## src/include/phase_rebuild_pkg.sv

```systemverilog
package phase_rebuild_pkg;
	// Register byte offsets
	localparam logic [7:0] off_ctrl = 8'h00;
	localparam logic [7:0] off_bias = 8'h04;
	localparam logic [7:0] off_adj = 8'h08;
	localparam logic [7:0] off_range = 8'h0C;
	localparam logic [7:0] off_status = 8'h10;
	localparam logic [7:0] off_int_stat = 8'h14;
	localparam logic [7:0] off_int_mask = 8'h18;
	localparam logic [7:0] off_offset = 8'h1C;
	// Control field positions
	localparam int ctrl_enable_bit = 0;
	localparam int ctrl_hold_bit = 1;
	localparam int ctrl_eight_khz_bit = 2;
	// Reset values
	localparam logic [2:0] ctrl_reset = 3'h1;
	// Acceptance range in 0.08 ppm units: 9.2 ppm is 115
	localparam logic [9:0] range_reset = 10'h073;
	localparam logic [9:0] range_max = 10'h3E8;
	// Bias step 0.101 ns, limit 1.4 ns: 13 steps
	localparam int bias_step_ps = 101;
	localparam int bias_limit_ps = 1400;
	localparam logic signed [4:0] bias_limit = 5'(bias_limit_ps / bias_step_ps);
	// Adjust step 6 ps, span 200 ns
	localparam int adj_step_ps = 6;
	localparam int adj_span_ps = 200000;
	// Kept as int: the step count can exceed what a signed 16-bit value holds
	localparam int adj_limit = adj_span_ps / adj_step_ps;
	// Transient bound 5 ns
	localparam int transient_ps = 5000;
	// Measure state length in cycles
	localparam logic [3:0] measure_cycles = 4'h8;
	// Interrupt bits
	localparam int irq_rebuild = 0;
	localparam int irq_switch = 1;
	localparam int irq_reject = 2;
	localparam int irq_width = 3;
	// Loop states
	typedef enum logic [1:0] {st_locked, st_holdover, st_measure, st_load} loop_state_t;
endpackage : phase_rebuild_pkg

```

## src/rtl/phase_build_out_control.sv

```systemverilog
// Design decisions made here: the APB register port and the register offsets.
`timescale 1ns/1ps
// Function
// - Lost reference: switch next priority, fire rebuild
// - Rebuild acts on main path only
// - Rebuild: holdover, measure, load offset
// - Output transient after rebuild within 5 ns
// - Enable bit, enabled after reset
// - Hold bit freezes offset, events switch without rebuild
// - Disabled while locked: return to zero error
// - Enabling while locked fires rebuild
// - Signed bias 0.101 ns steps, 1.4 ns limit
// - Rebuild off: align to zero plus adjust
// - Adjust 6 ps steps, 200 ns, 16 bits
// - Adjust shifts feedback phase
// - Adjust used only while rebuild disabled
// - Reject reference outside hold-in range
// - Reject reference on eye closure
// - Range 9.2 ppm default, 0-80 ppm
module phase_build_out_control #(
	parameter int num_refs = 4,
	parameter int phase_width = 16
) (
	input wire logic sys_clk,
	input wire logic nrst,
	// APB slave
	input wire logic psel,
	input wire logic penable,
	input wire logic pwrite,
	input wire logic [7:0] paddr,
	input wire logic [31:0] pwdata,
	output logic [31:0] prdata,
	output logic pready,
	output logic pslverr,
	// Reference monitor pins, asynchronous
	input wire logic [num_refs-1:0] ref_lost,
	input wire logic [num_refs-1:0] ref_eye_closed,
	// Measured frequency offset per reference, 0.08 ppm units, same clock
	input wire logic [num_refs*10-1:0] ref_freq_offset,
	// Measured input-to-output phase, ps, same clock
	input wire logic signed [phase_width-1:0] measured_phase,
	input wire logic loop_locked,
	// Loop side outputs
	output logic [$clog2(num_refs)-1:0] selected_ref,
	output logic holdover,
	output logic signed [phase_width+3:0] feedback_phase_shift,
	output logic rebuild_event,
	output logic eight_khz_lock_mode,
	output logic irq
);
	localparam int sel_w = $clog2(num_refs);

	////////////////////////////////////////////////////////////////////////////
	// Functions

	// Sign-extend bias steps into ps
	function automatic logic signed [phase_width+3:0] bias_ps(input logic signed [4:0] b);
		bias_ps = (phase_width+4)'(b * phase_rebuild_pkg::bias_step_ps);
	endfunction : bias_ps

	// Clamp adjust value into the documented span
	// Compared as int so a limit beyond the 16-bit range cannot wrap negative
	function automatic logic signed [15:0] clamp_adj(input logic signed [15:0] v);
		if (int'(v) > phase_rebuild_pkg::adj_limit) begin
			clamp_adj = 16'(phase_rebuild_pkg::adj_limit);
		end else if (int'(v) < -phase_rebuild_pkg::adj_limit) begin
			clamp_adj = 16'(-phase_rebuild_pkg::adj_limit);
		end else begin
			clamp_adj = v;
		end
	endfunction : clamp_adj

	////////////////////////////////////////////////////////////////////////////
	// Input synchronisers

	logic [num_refs-1:0] lost_s1, lost_s2; // Loss sync stages
	logic [num_refs-1:0] eye_s1, eye_s2; // Eye sync stages

	// Two flops on each asynchronous pin
	always_ff @(posedge sys_clk) begin
		if (!nrst) begin
			lost_s1 <= '0;
			lost_s2 <= '0;
			eye_s1 <= '0;
			eye_s2 <= '0;
		end else begin
			lost_s1 <= ref_lost;
			lost_s2 <= lost_s1;
			eye_s1 <= ref_eye_closed;
			eye_s2 <= eye_s1;
		end
	end

	////////////////////////////////////////////////////////////////////////////
	// Registers

	localparam int irq_w_c = phase_rebuild_pkg::irq_width; // Interrupt bit count

	logic [2:0] ctrl, next_ctrl; // Enable, hold, 8 kHz mode
	logic signed [4:0] bias, next_bias; // Rebuild bias steps
	logic signed [15:0] adj, next_adj; // Output phase adjust
	logic [9:0] range, next_range; // Hold-in range
	logic [irq_w_c-1:0] int_stat, next_int_stat; // Sticky events
	logic [irq_w_c-1:0] int_mask, next_int_mask; // Event mask

	logic enable; // Rebuild enabled
	logic hold; // Rebuild frozen
	logic [irq_w_c-1:0] events; // Raw event pulses
	logic wr; // Write strobe
	logic signed [phase_width+3:0] offset; // Rebuild offset
	logic [num_refs-1:0] rejected; // Rejected references
	logic [num_refs-1:0] rejected_q; // Rejections seen last cycle

	assign enable = ctrl[phase_rebuild_pkg::ctrl_enable_bit];
	assign hold = ctrl[phase_rebuild_pkg::ctrl_hold_bit];
	assign eight_khz_lock_mode = ctrl[phase_rebuild_pkg::ctrl_eight_khz_bit];
	assign wr = psel && penable && pwrite;
	assign pready = 1'b1;

	// Register next values
	always_comb begin
		next_ctrl = ctrl;
		next_bias = bias;
		next_adj = adj;
		next_range = range;
		next_int_mask = int_mask;
		next_int_stat = int_stat;
		if (wr) begin
			unique case (paddr)
				phase_rebuild_pkg::off_ctrl: begin
					next_ctrl = pwdata[2:0];
				end
				phase_rebuild_pkg::off_bias: begin
					// Clamp bias into limit
					// Whole word compared, so large values saturate, not wrap
					if ($signed(pwdata) > phase_rebuild_pkg::bias_limit) begin
						next_bias = phase_rebuild_pkg::bias_limit;
					end else if ($signed(pwdata) < -phase_rebuild_pkg::bias_limit) begin
						next_bias = -phase_rebuild_pkg::bias_limit;
					end else begin
						next_bias = pwdata[4:0];
					end
				end
				phase_rebuild_pkg::off_adj: begin
					next_adj = clamp_adj(pwdata[15:0]);
				end
				phase_rebuild_pkg::off_range: begin
					// Range capped at 80 ppm
					next_range = (pwdata[9:0] > phase_rebuild_pkg::range_max) ?
						phase_rebuild_pkg::range_max : pwdata[9:0];
				end
				phase_rebuild_pkg::off_int_stat: begin
					next_int_stat = int_stat & ~pwdata[irq_w_c-1:0];
				end
				phase_rebuild_pkg::off_int_mask: begin
					next_int_mask = pwdata[irq_w_c-1:0];
				end
				default: begin
				end
			endcase
		end
		// Set wins over clear
		next_int_stat = next_int_stat | events;
	end

	// Register storage
	always_ff @(posedge sys_clk) begin
		if (!nrst) begin
			ctrl <= phase_rebuild_pkg::ctrl_reset;
			bias <= '0;
			adj <= '0;
			range <= phase_rebuild_pkg::range_reset;
			int_stat <= '0;
			int_mask <= '0;
		end else begin
			ctrl <= next_ctrl;
			bias <= next_bias;
			adj <= next_adj;
			range <= next_range;
			int_stat <= next_int_stat;
			int_mask <= next_int_mask;
		end
	end

	assign irq = |(int_stat & int_mask);

	////////////////////////////////////////////////////////////////////////////
	// Reference rejection and selection

	// Reject on loss, eye closure or range overrun
	always_comb begin
		for (int i = 0; i < num_refs; i++) begin
			rejected[i] = lost_s2[i] || eye_s2[i]
				|| (ref_freq_offset[i*10 +: 10] > range);
		end
	end

	logic [sel_w-1:0] next_sel; // Next reference
	logic sel_valid; // Any reference usable
	logic switch_now; // Selected one just failed

	// Lowest index is highest priority
	always_comb begin
		next_sel = selected_ref;
		sel_valid = 1'b0;
		for (int i = num_refs - 1; i >= 0; i--) begin
			if (!rejected[i]) begin
				next_sel = sel_w'(i);
				sel_valid = 1'b1;
			end
		end
	end

	assign switch_now = rejected[selected_ref] && sel_valid;

	////////////////////////////////////////////////////////////////////////////
	// Rebuild state machine, main path only

	phase_rebuild_pkg::loop_state_t state, next_state; // Rebuild state
	logic [3:0] count, next_count; // Measure state timer
	logic signed [phase_width+3:0] next_offset; // Next offset
	logic [sel_w-1:0] next_selected; // Next selected
	logic enable_q, next_enable_q; // Enable delayed
	logic [num_refs-1:0] next_rejected_q; // Next rejection history
	logic trigger; // Rebuild trigger

	// Rising enable while locked triggers too
	assign trigger = enable && !hold && (switch_now
		|| (!enable_q && loop_locked));

	// Sequencer next values
	always_comb begin
		next_state = state;
		next_count = count;
		next_offset = offset;
		next_selected = switch_now ? next_sel : selected_ref;
		next_enable_q = enable;
		next_rejected_q = rejected;
		rebuild_event = 1'b0;
		unique case (state)
			phase_rebuild_pkg::st_locked: begin
				if (trigger) begin
					rebuild_event = 1'b1;
					next_state = phase_rebuild_pkg::st_holdover;
					next_count = '0;
				end
			end
			phase_rebuild_pkg::st_holdover: begin
				next_state = phase_rebuild_pkg::st_measure;
			end
			phase_rebuild_pkg::st_measure: begin
				// Let phase settle before sampling
				next_count = count + 4'h1;
				if (count == phase_rebuild_pkg::measure_cycles - 4'h1) begin
					next_state = phase_rebuild_pkg::st_load;
				end
			end
			phase_rebuild_pkg::st_load: begin
				// Cancel measured phase plus bias
				next_offset = (phase_width+4)'(measured_phase) + bias_ps(bias);
				next_state = phase_rebuild_pkg::st_locked;
			end
		endcase
		// Disabled: offset returns to zero via loop
		if (!enable) begin
			next_offset = '0;
			next_state = phase_rebuild_pkg::st_locked;
		end
	end

	// Sequencer storage, offset held until next event
	always_ff @(posedge sys_clk) begin
		if (!nrst) begin
			state <= phase_rebuild_pkg::st_locked;
			count <= '0;
			offset <= '0;
			selected_ref <= '0;
			// Matches the enable reset value: no false rising edge after reset
			enable_q <= phase_rebuild_pkg::ctrl_reset[phase_rebuild_pkg::ctrl_enable_bit];
			rejected_q <= '0;
		end else begin
			state <= next_state;
			count <= next_count;
			offset <= next_offset;
			selected_ref <= next_selected;
			enable_q <= next_enable_q;
			rejected_q <= next_rejected_q;
		end
	end

	assign holdover = (state != phase_rebuild_pkg::st_locked);

	// Feedback shift: offset when on, adjust when off
	always_ff @(posedge sys_clk) begin
		if (!nrst) begin
			feedback_phase_shift <= '0;
		end else if (enable) begin
			feedback_phase_shift <= offset;
		end else begin
			feedback_phase_shift <= (phase_width+4)'(adj * phase_rebuild_pkg::adj_step_ps);
		end
	end

	assign events = {irq_w_c{1'b0}} | ({2'b00, rebuild_event} << phase_rebuild_pkg::irq_rebuild)
		| ({2'b00, switch_now} << phase_rebuild_pkg::irq_switch)
		| ({2'b00, |(rejected & ~rejected_q)} << phase_rebuild_pkg::irq_reject);
	// Reject event marks a new rejection only, so a clear can stick

	////////////////////////////////////////////////////////////////////////////
	// Read mux

	logic [31:0] next_prdata; // Read value

	// Read value of the addressed register
	always_comb begin
		next_prdata = '0;
		unique case (paddr)
			phase_rebuild_pkg::off_ctrl: next_prdata = 32'(ctrl);
			phase_rebuild_pkg::off_bias: next_prdata = 32'(signed'(bias));
			phase_rebuild_pkg::off_adj: next_prdata = 32'(adj);
			phase_rebuild_pkg::off_range: next_prdata = 32'(range);
			phase_rebuild_pkg::off_status: next_prdata = 32'({rejected, selected_ref, state});
			phase_rebuild_pkg::off_int_stat: next_prdata = 32'(int_stat);
			phase_rebuild_pkg::off_int_mask: next_prdata = 32'(int_mask);
			phase_rebuild_pkg::off_offset: next_prdata = 32'(offset);
			default: next_prdata = '0;
		endcase
	end

	// Capture read data in the setup cycle; it stands through the access
	always_ff @(posedge sys_clk) begin
		if (!nrst) begin
			prdata <= '0;
		end else if (psel && !penable && !pwrite) begin
			// Read setup seen: load the addressed value
			prdata <= next_prdata;
		end
	end

	assign pslverr = 1'b0;
endmodule : phase_build_out_control

```

## config.mk

```make
export PLATFORM = sky130hd
export DESIGN_NAME = phase_build_out_control
export DESIGN_NICKNAME = d
export VERILOG_FILES = /design/src/include/phase_rebuild_pkg.sv /design/src/rtl/phase_build_out_control.sv
export SDC_FILE = /design/constraint.sdc
export NUM_CORES = 1
export LEC_CHECK = 0
export BUFFER_PORTS_ARGS = -buffer_cell sky130_fd_sc_hd__buf_4
export CORE_ASPECT_RATIO = 1.25
export CORE_UTILIZATION = 45
export DETAILED_ROUTE_END_ITERATION = 10
export PLACE_DENSITY = 0.71
export SYNTH_ARGS = -nofsm -noshare
export SYNTH_HDL_FRONTEND = slang
export SYNTH_SLANG_ARGS = --single-unit
```

## constraint.sdc

```tcl
create_clock -name sys_clk -period 8.91 [get_ports sys_clk]
set_input_delay 0.4455 -clock sys_clk [delete_from_list [all_inputs] [get_ports sys_clk]]
set_output_delay 0.4455 -clock sys_clk [all_outputs]
set_load 0.01 [all_outputs]
```

==> load_flow_metrics.sql <==
INSERT INTO impl_metrics (metric_group, metric, value, unit) VALUES
('placement', 'postPlaceCellArea', '0.00954', 'mm²'),
('setup_path', 'worstSetupPathType', 'reg2reg', ''),
('cts', 'cts_tree', 'built', ''),
('final_layout', 'area_overhead_of_the_layout_relative_to_synthesis', '23.6', '%'),
('min_path', 'worst_hold_path_type', 'in2reg', ''),
('detailed_routing', 'post-route-drc-count', '0', ''),
('synth', 'synth_seq_cells', '123', ''),
('floorplan', 'initial_utilization', '46.5', '%'),
('cts', 'clk_root_buffer_cell', 'clkbuf_16', ''),
('sta', 'unrepaired_setup_endpoints_after_global_routing', 'no', ''),
('cts', 'clk-insertion-delay-late', '0.43', 'ns'),
('cts', 'h-tree-depth', '4', ''),
('floorplan', 'placement_rows', '54', ''),
('final_layout', 'design_area', '0.0102', 'mm²'),
('synth', 'synthesis.instances', '963', ''),
('cts', 'cts_num_sinks', '123', ''),
('floorplan', 'die_area', '0.0188', 'mm²'),
('floorplan', 'die_height', '153', 'µm'),
('setup_path', 'startpoint_type_of_the_worst_setup_path', 'flop', ''),
('min_path', 'min_to', 'eye_s1[3]', ''),
('sta', 'setup_violations', '0', ''),
('detailed_routing', 'wirelength', '22.9', 'mm'),
('global_routing', 'antenna_found_initial', '0', ''),
('final_layout', 'nets', '1347', ''),
('synth', 'most_frequently_used_cell_type_in_the_post_synthesis_netlist', 'ha_1', ''),
('floorplan', 'die_w', '123', 'µm'),
('final_layout', 'layout.core_utilization', '57.5', '%'),
('setup_path', 'worstPathRequired', '9.22', 'ns'),
('setup_path', 'timing.critical_path.to_type', 'flop', ''),
('placement', 'finalWeightedCongestion', '0.925', ''),
('global_routing', 'grt.total_usage', '24.9', '%'),
('final_layout', 'share_of_layout_cells_above_drive_strength_1', '19.9', '%'),
('synth', 'synth.mux.area_fraction', '2.93', '%'),
('detailed_routing', 'num_vias', '7545', ''),
('detailed_routing', 'route.detailed.wl_per_inst', '17.2', 'µm'),
('synth', 'syn_area', '0.00823', 'mm²'),
('cts', 'cts-resized-gates', '0', ''),
('floorplan', 'io_count', '170', ''),
('setup_path', 'reg2regPathDepth', '16', ''),
('synth', 'syn_area_per_cell', '8.55', 'µm²'),
('synth', 'number_of_synthesized_flops_with_an_enable_pin', '0', ''),
('cts', 'clkSlewWorstSetupHoldPaths', '0.06', 'ns'),
('cts', 'ctsHoldBuffers', '0', ''),
('detailed_routing', 'drt_iter0_drc', '496', ''),
('detailed_routing', 'vias_per_cell', '5.65', ''),
('cts', 'cts.path.max_buffers', '2', ''),
('sta', 'fin_crit', '4.31', 'ns'),
('synth', 'proportion_of_netlist_area_held_by_the_largest_area_contributor', '29.9', '%'),
('synth', 'synthAdderAreaFrac', '22.0', '%'),
('global_routing', 'global_route.overflow_total', '0', ''),
('sta', 'slew_headroom', '41.2', '%'),
('synth', 'synth.largest_area_cell', 'dfxtp_1', ''),
('cts', 'post-cts-setup-buffers', '0', ''),
('floorplan', 'core_region_area', '0.0177', 'mm²'),
('detailed_routing', 'firstDrtPassIters', '8', ''),
('run', 'max_cap_viol_count', '0', ''),
('synth', 'post_synth_and_or_nand_nor_area_fraction', '18.8', '%'),
('synth', 'count_of_different_cell_masters_after_synthesis', '71', ''),
('min_path', 'worst_hold_startpoint', 'ref_eye_closed[3]', ''),
('run_status', 'run_status', 'finished, final reports clean', ''),
('min_path', 'holdPathStages', '2', ''),
('synth', 'seq_area_frac_synth', '29.9', '%'),
('sta', 'timing.final.crit_share', '48.4', '%'),
('cts', 'numCtsBuffers', '17', ''),
('sta', 'fin_skew', '0.00957', 'ns'),
('sta', 'final.hold.worst_slack', '0.223', 'ns'),
('setup_path', 'cp.arrival', '4.62', 'ns'),
('power', 'ir_drop', '88.0', 'µV'),
('setup_path', 'r2r_slack', '4.60', 'ns'),
('global_routing', 'global_route_wire_length_before_repair', '36.1', 'mm'),
('setup_path', 'regToRegEndpoint', 'offset[18]', '');
metal layers:
layer  vias to the layer above  track usage (%)  wire [µm]
met5                         -                0          0
met4                         0             10.3        674
met3                        43             4.33       1650
met2                       266             42.4      11100
met1                      3537             30.5       9490
li1                       3699                -          -
critical path: stages, from the launching register on:
cell      delay [ns]
dfxtp_1         0.49
ha_1            0.30
ha_1            0.28
inv_1           0.05
fa_1            0.43
fa_1            0.55
inv_1           0.06
ha_1            0.28
a21o_1          0.16
a21oi_1         0.21
nand2b_1        0.16
a21boi_1        0.09
o41a_1          0.36
a41oi_1         0.35
a221o_1         0.23
xnor2_1         0.11
a21oi_1         0.08
kinds of logic after synthesis:
logic type               Yosys count
multiplexers                      24
buffers and inverters            112
adder cells (fa/ha/maj)          137
other                              2
flip-flops                       123
AND/OR/NAND/NOR                  323
XOR/XNOR                          23
AO/OA/AOI/OAI                    219
area by class of cell:
class | instances | area [µm²]
Tap cell | 224 | 280
Clock buffer | 22 | 474
Multi-Input combinational cell | 728 | 5290
Fill cell | 1633 | 7530
Timing Repair Buffer | 172 | 1290
Inverter | 58 | 218
Clock inverter | 8 | 165
Sequential cell | 123 | 2460
layout by cell type, fill, tap and decap left out, types with 10 or more instances in the layout:
cell type / instances
mux2i_1: 23
o21ai_0: 23
nand3_1: 21
nand2b_1: 12
a222oi_1: 12
buf_4: 172
a31oi_1: 10
a22oi_1: 10
clkbuf_16: 17
and2_1: 19
a21oi_1: 89
ha_1: 124
nor4_1: 11
dfxtp_1: 123
nor3_1: 21
nand2_1: 93
inv_1: 56
xnor2_1: 17
fa_1: 13
nand4_1: 14
nor2_1: 93
worst max path at each step:
stage / from / to
floorplan: measured_phase[3] / offset[18]
global placement: measured_phase[3] / offset[18]
detailed placement: measured_phase[3] / offset[18]
CTS: bias[1] / offset[18]
global route: bias[1] / offset[18]
finish: bias[1] / offset[18]
power breakdown:
group / internal, µW / leakage, µW / switching, µW
registers: 576 / 0.000998 / 27.0
logic: 126 / 0.00335 / 145
clock network: 513 / 0.000316 / 240
stage by stage:
step | setup slack, ns | std cells
5_1_grt | 4.45 | 1335
3_3_place_gp | 4.59 | 1305
2_1_floorplan | 4.95 | 963
6_report | 4.60 | 1335
4_1_cts | 4.62 | 1335
3_5_place_dp | 4.56 | 1305
sequential cells by signal, summed over array words and instances (netlist names), 3 cells and up:
name / cells
eye_s1: 4
prdata: 17
adj: 16
lost_s2: 4
int_stat: 3
eye_s2: 4
offset: 17
ctrl: 3
rejected_q: 4
bias: 5
count: 4
lost_s1: 4
feedback_phase_shift: 20
int_mask: 3
range: 10
Note: power is estimated with default switching activity, not from simulation.
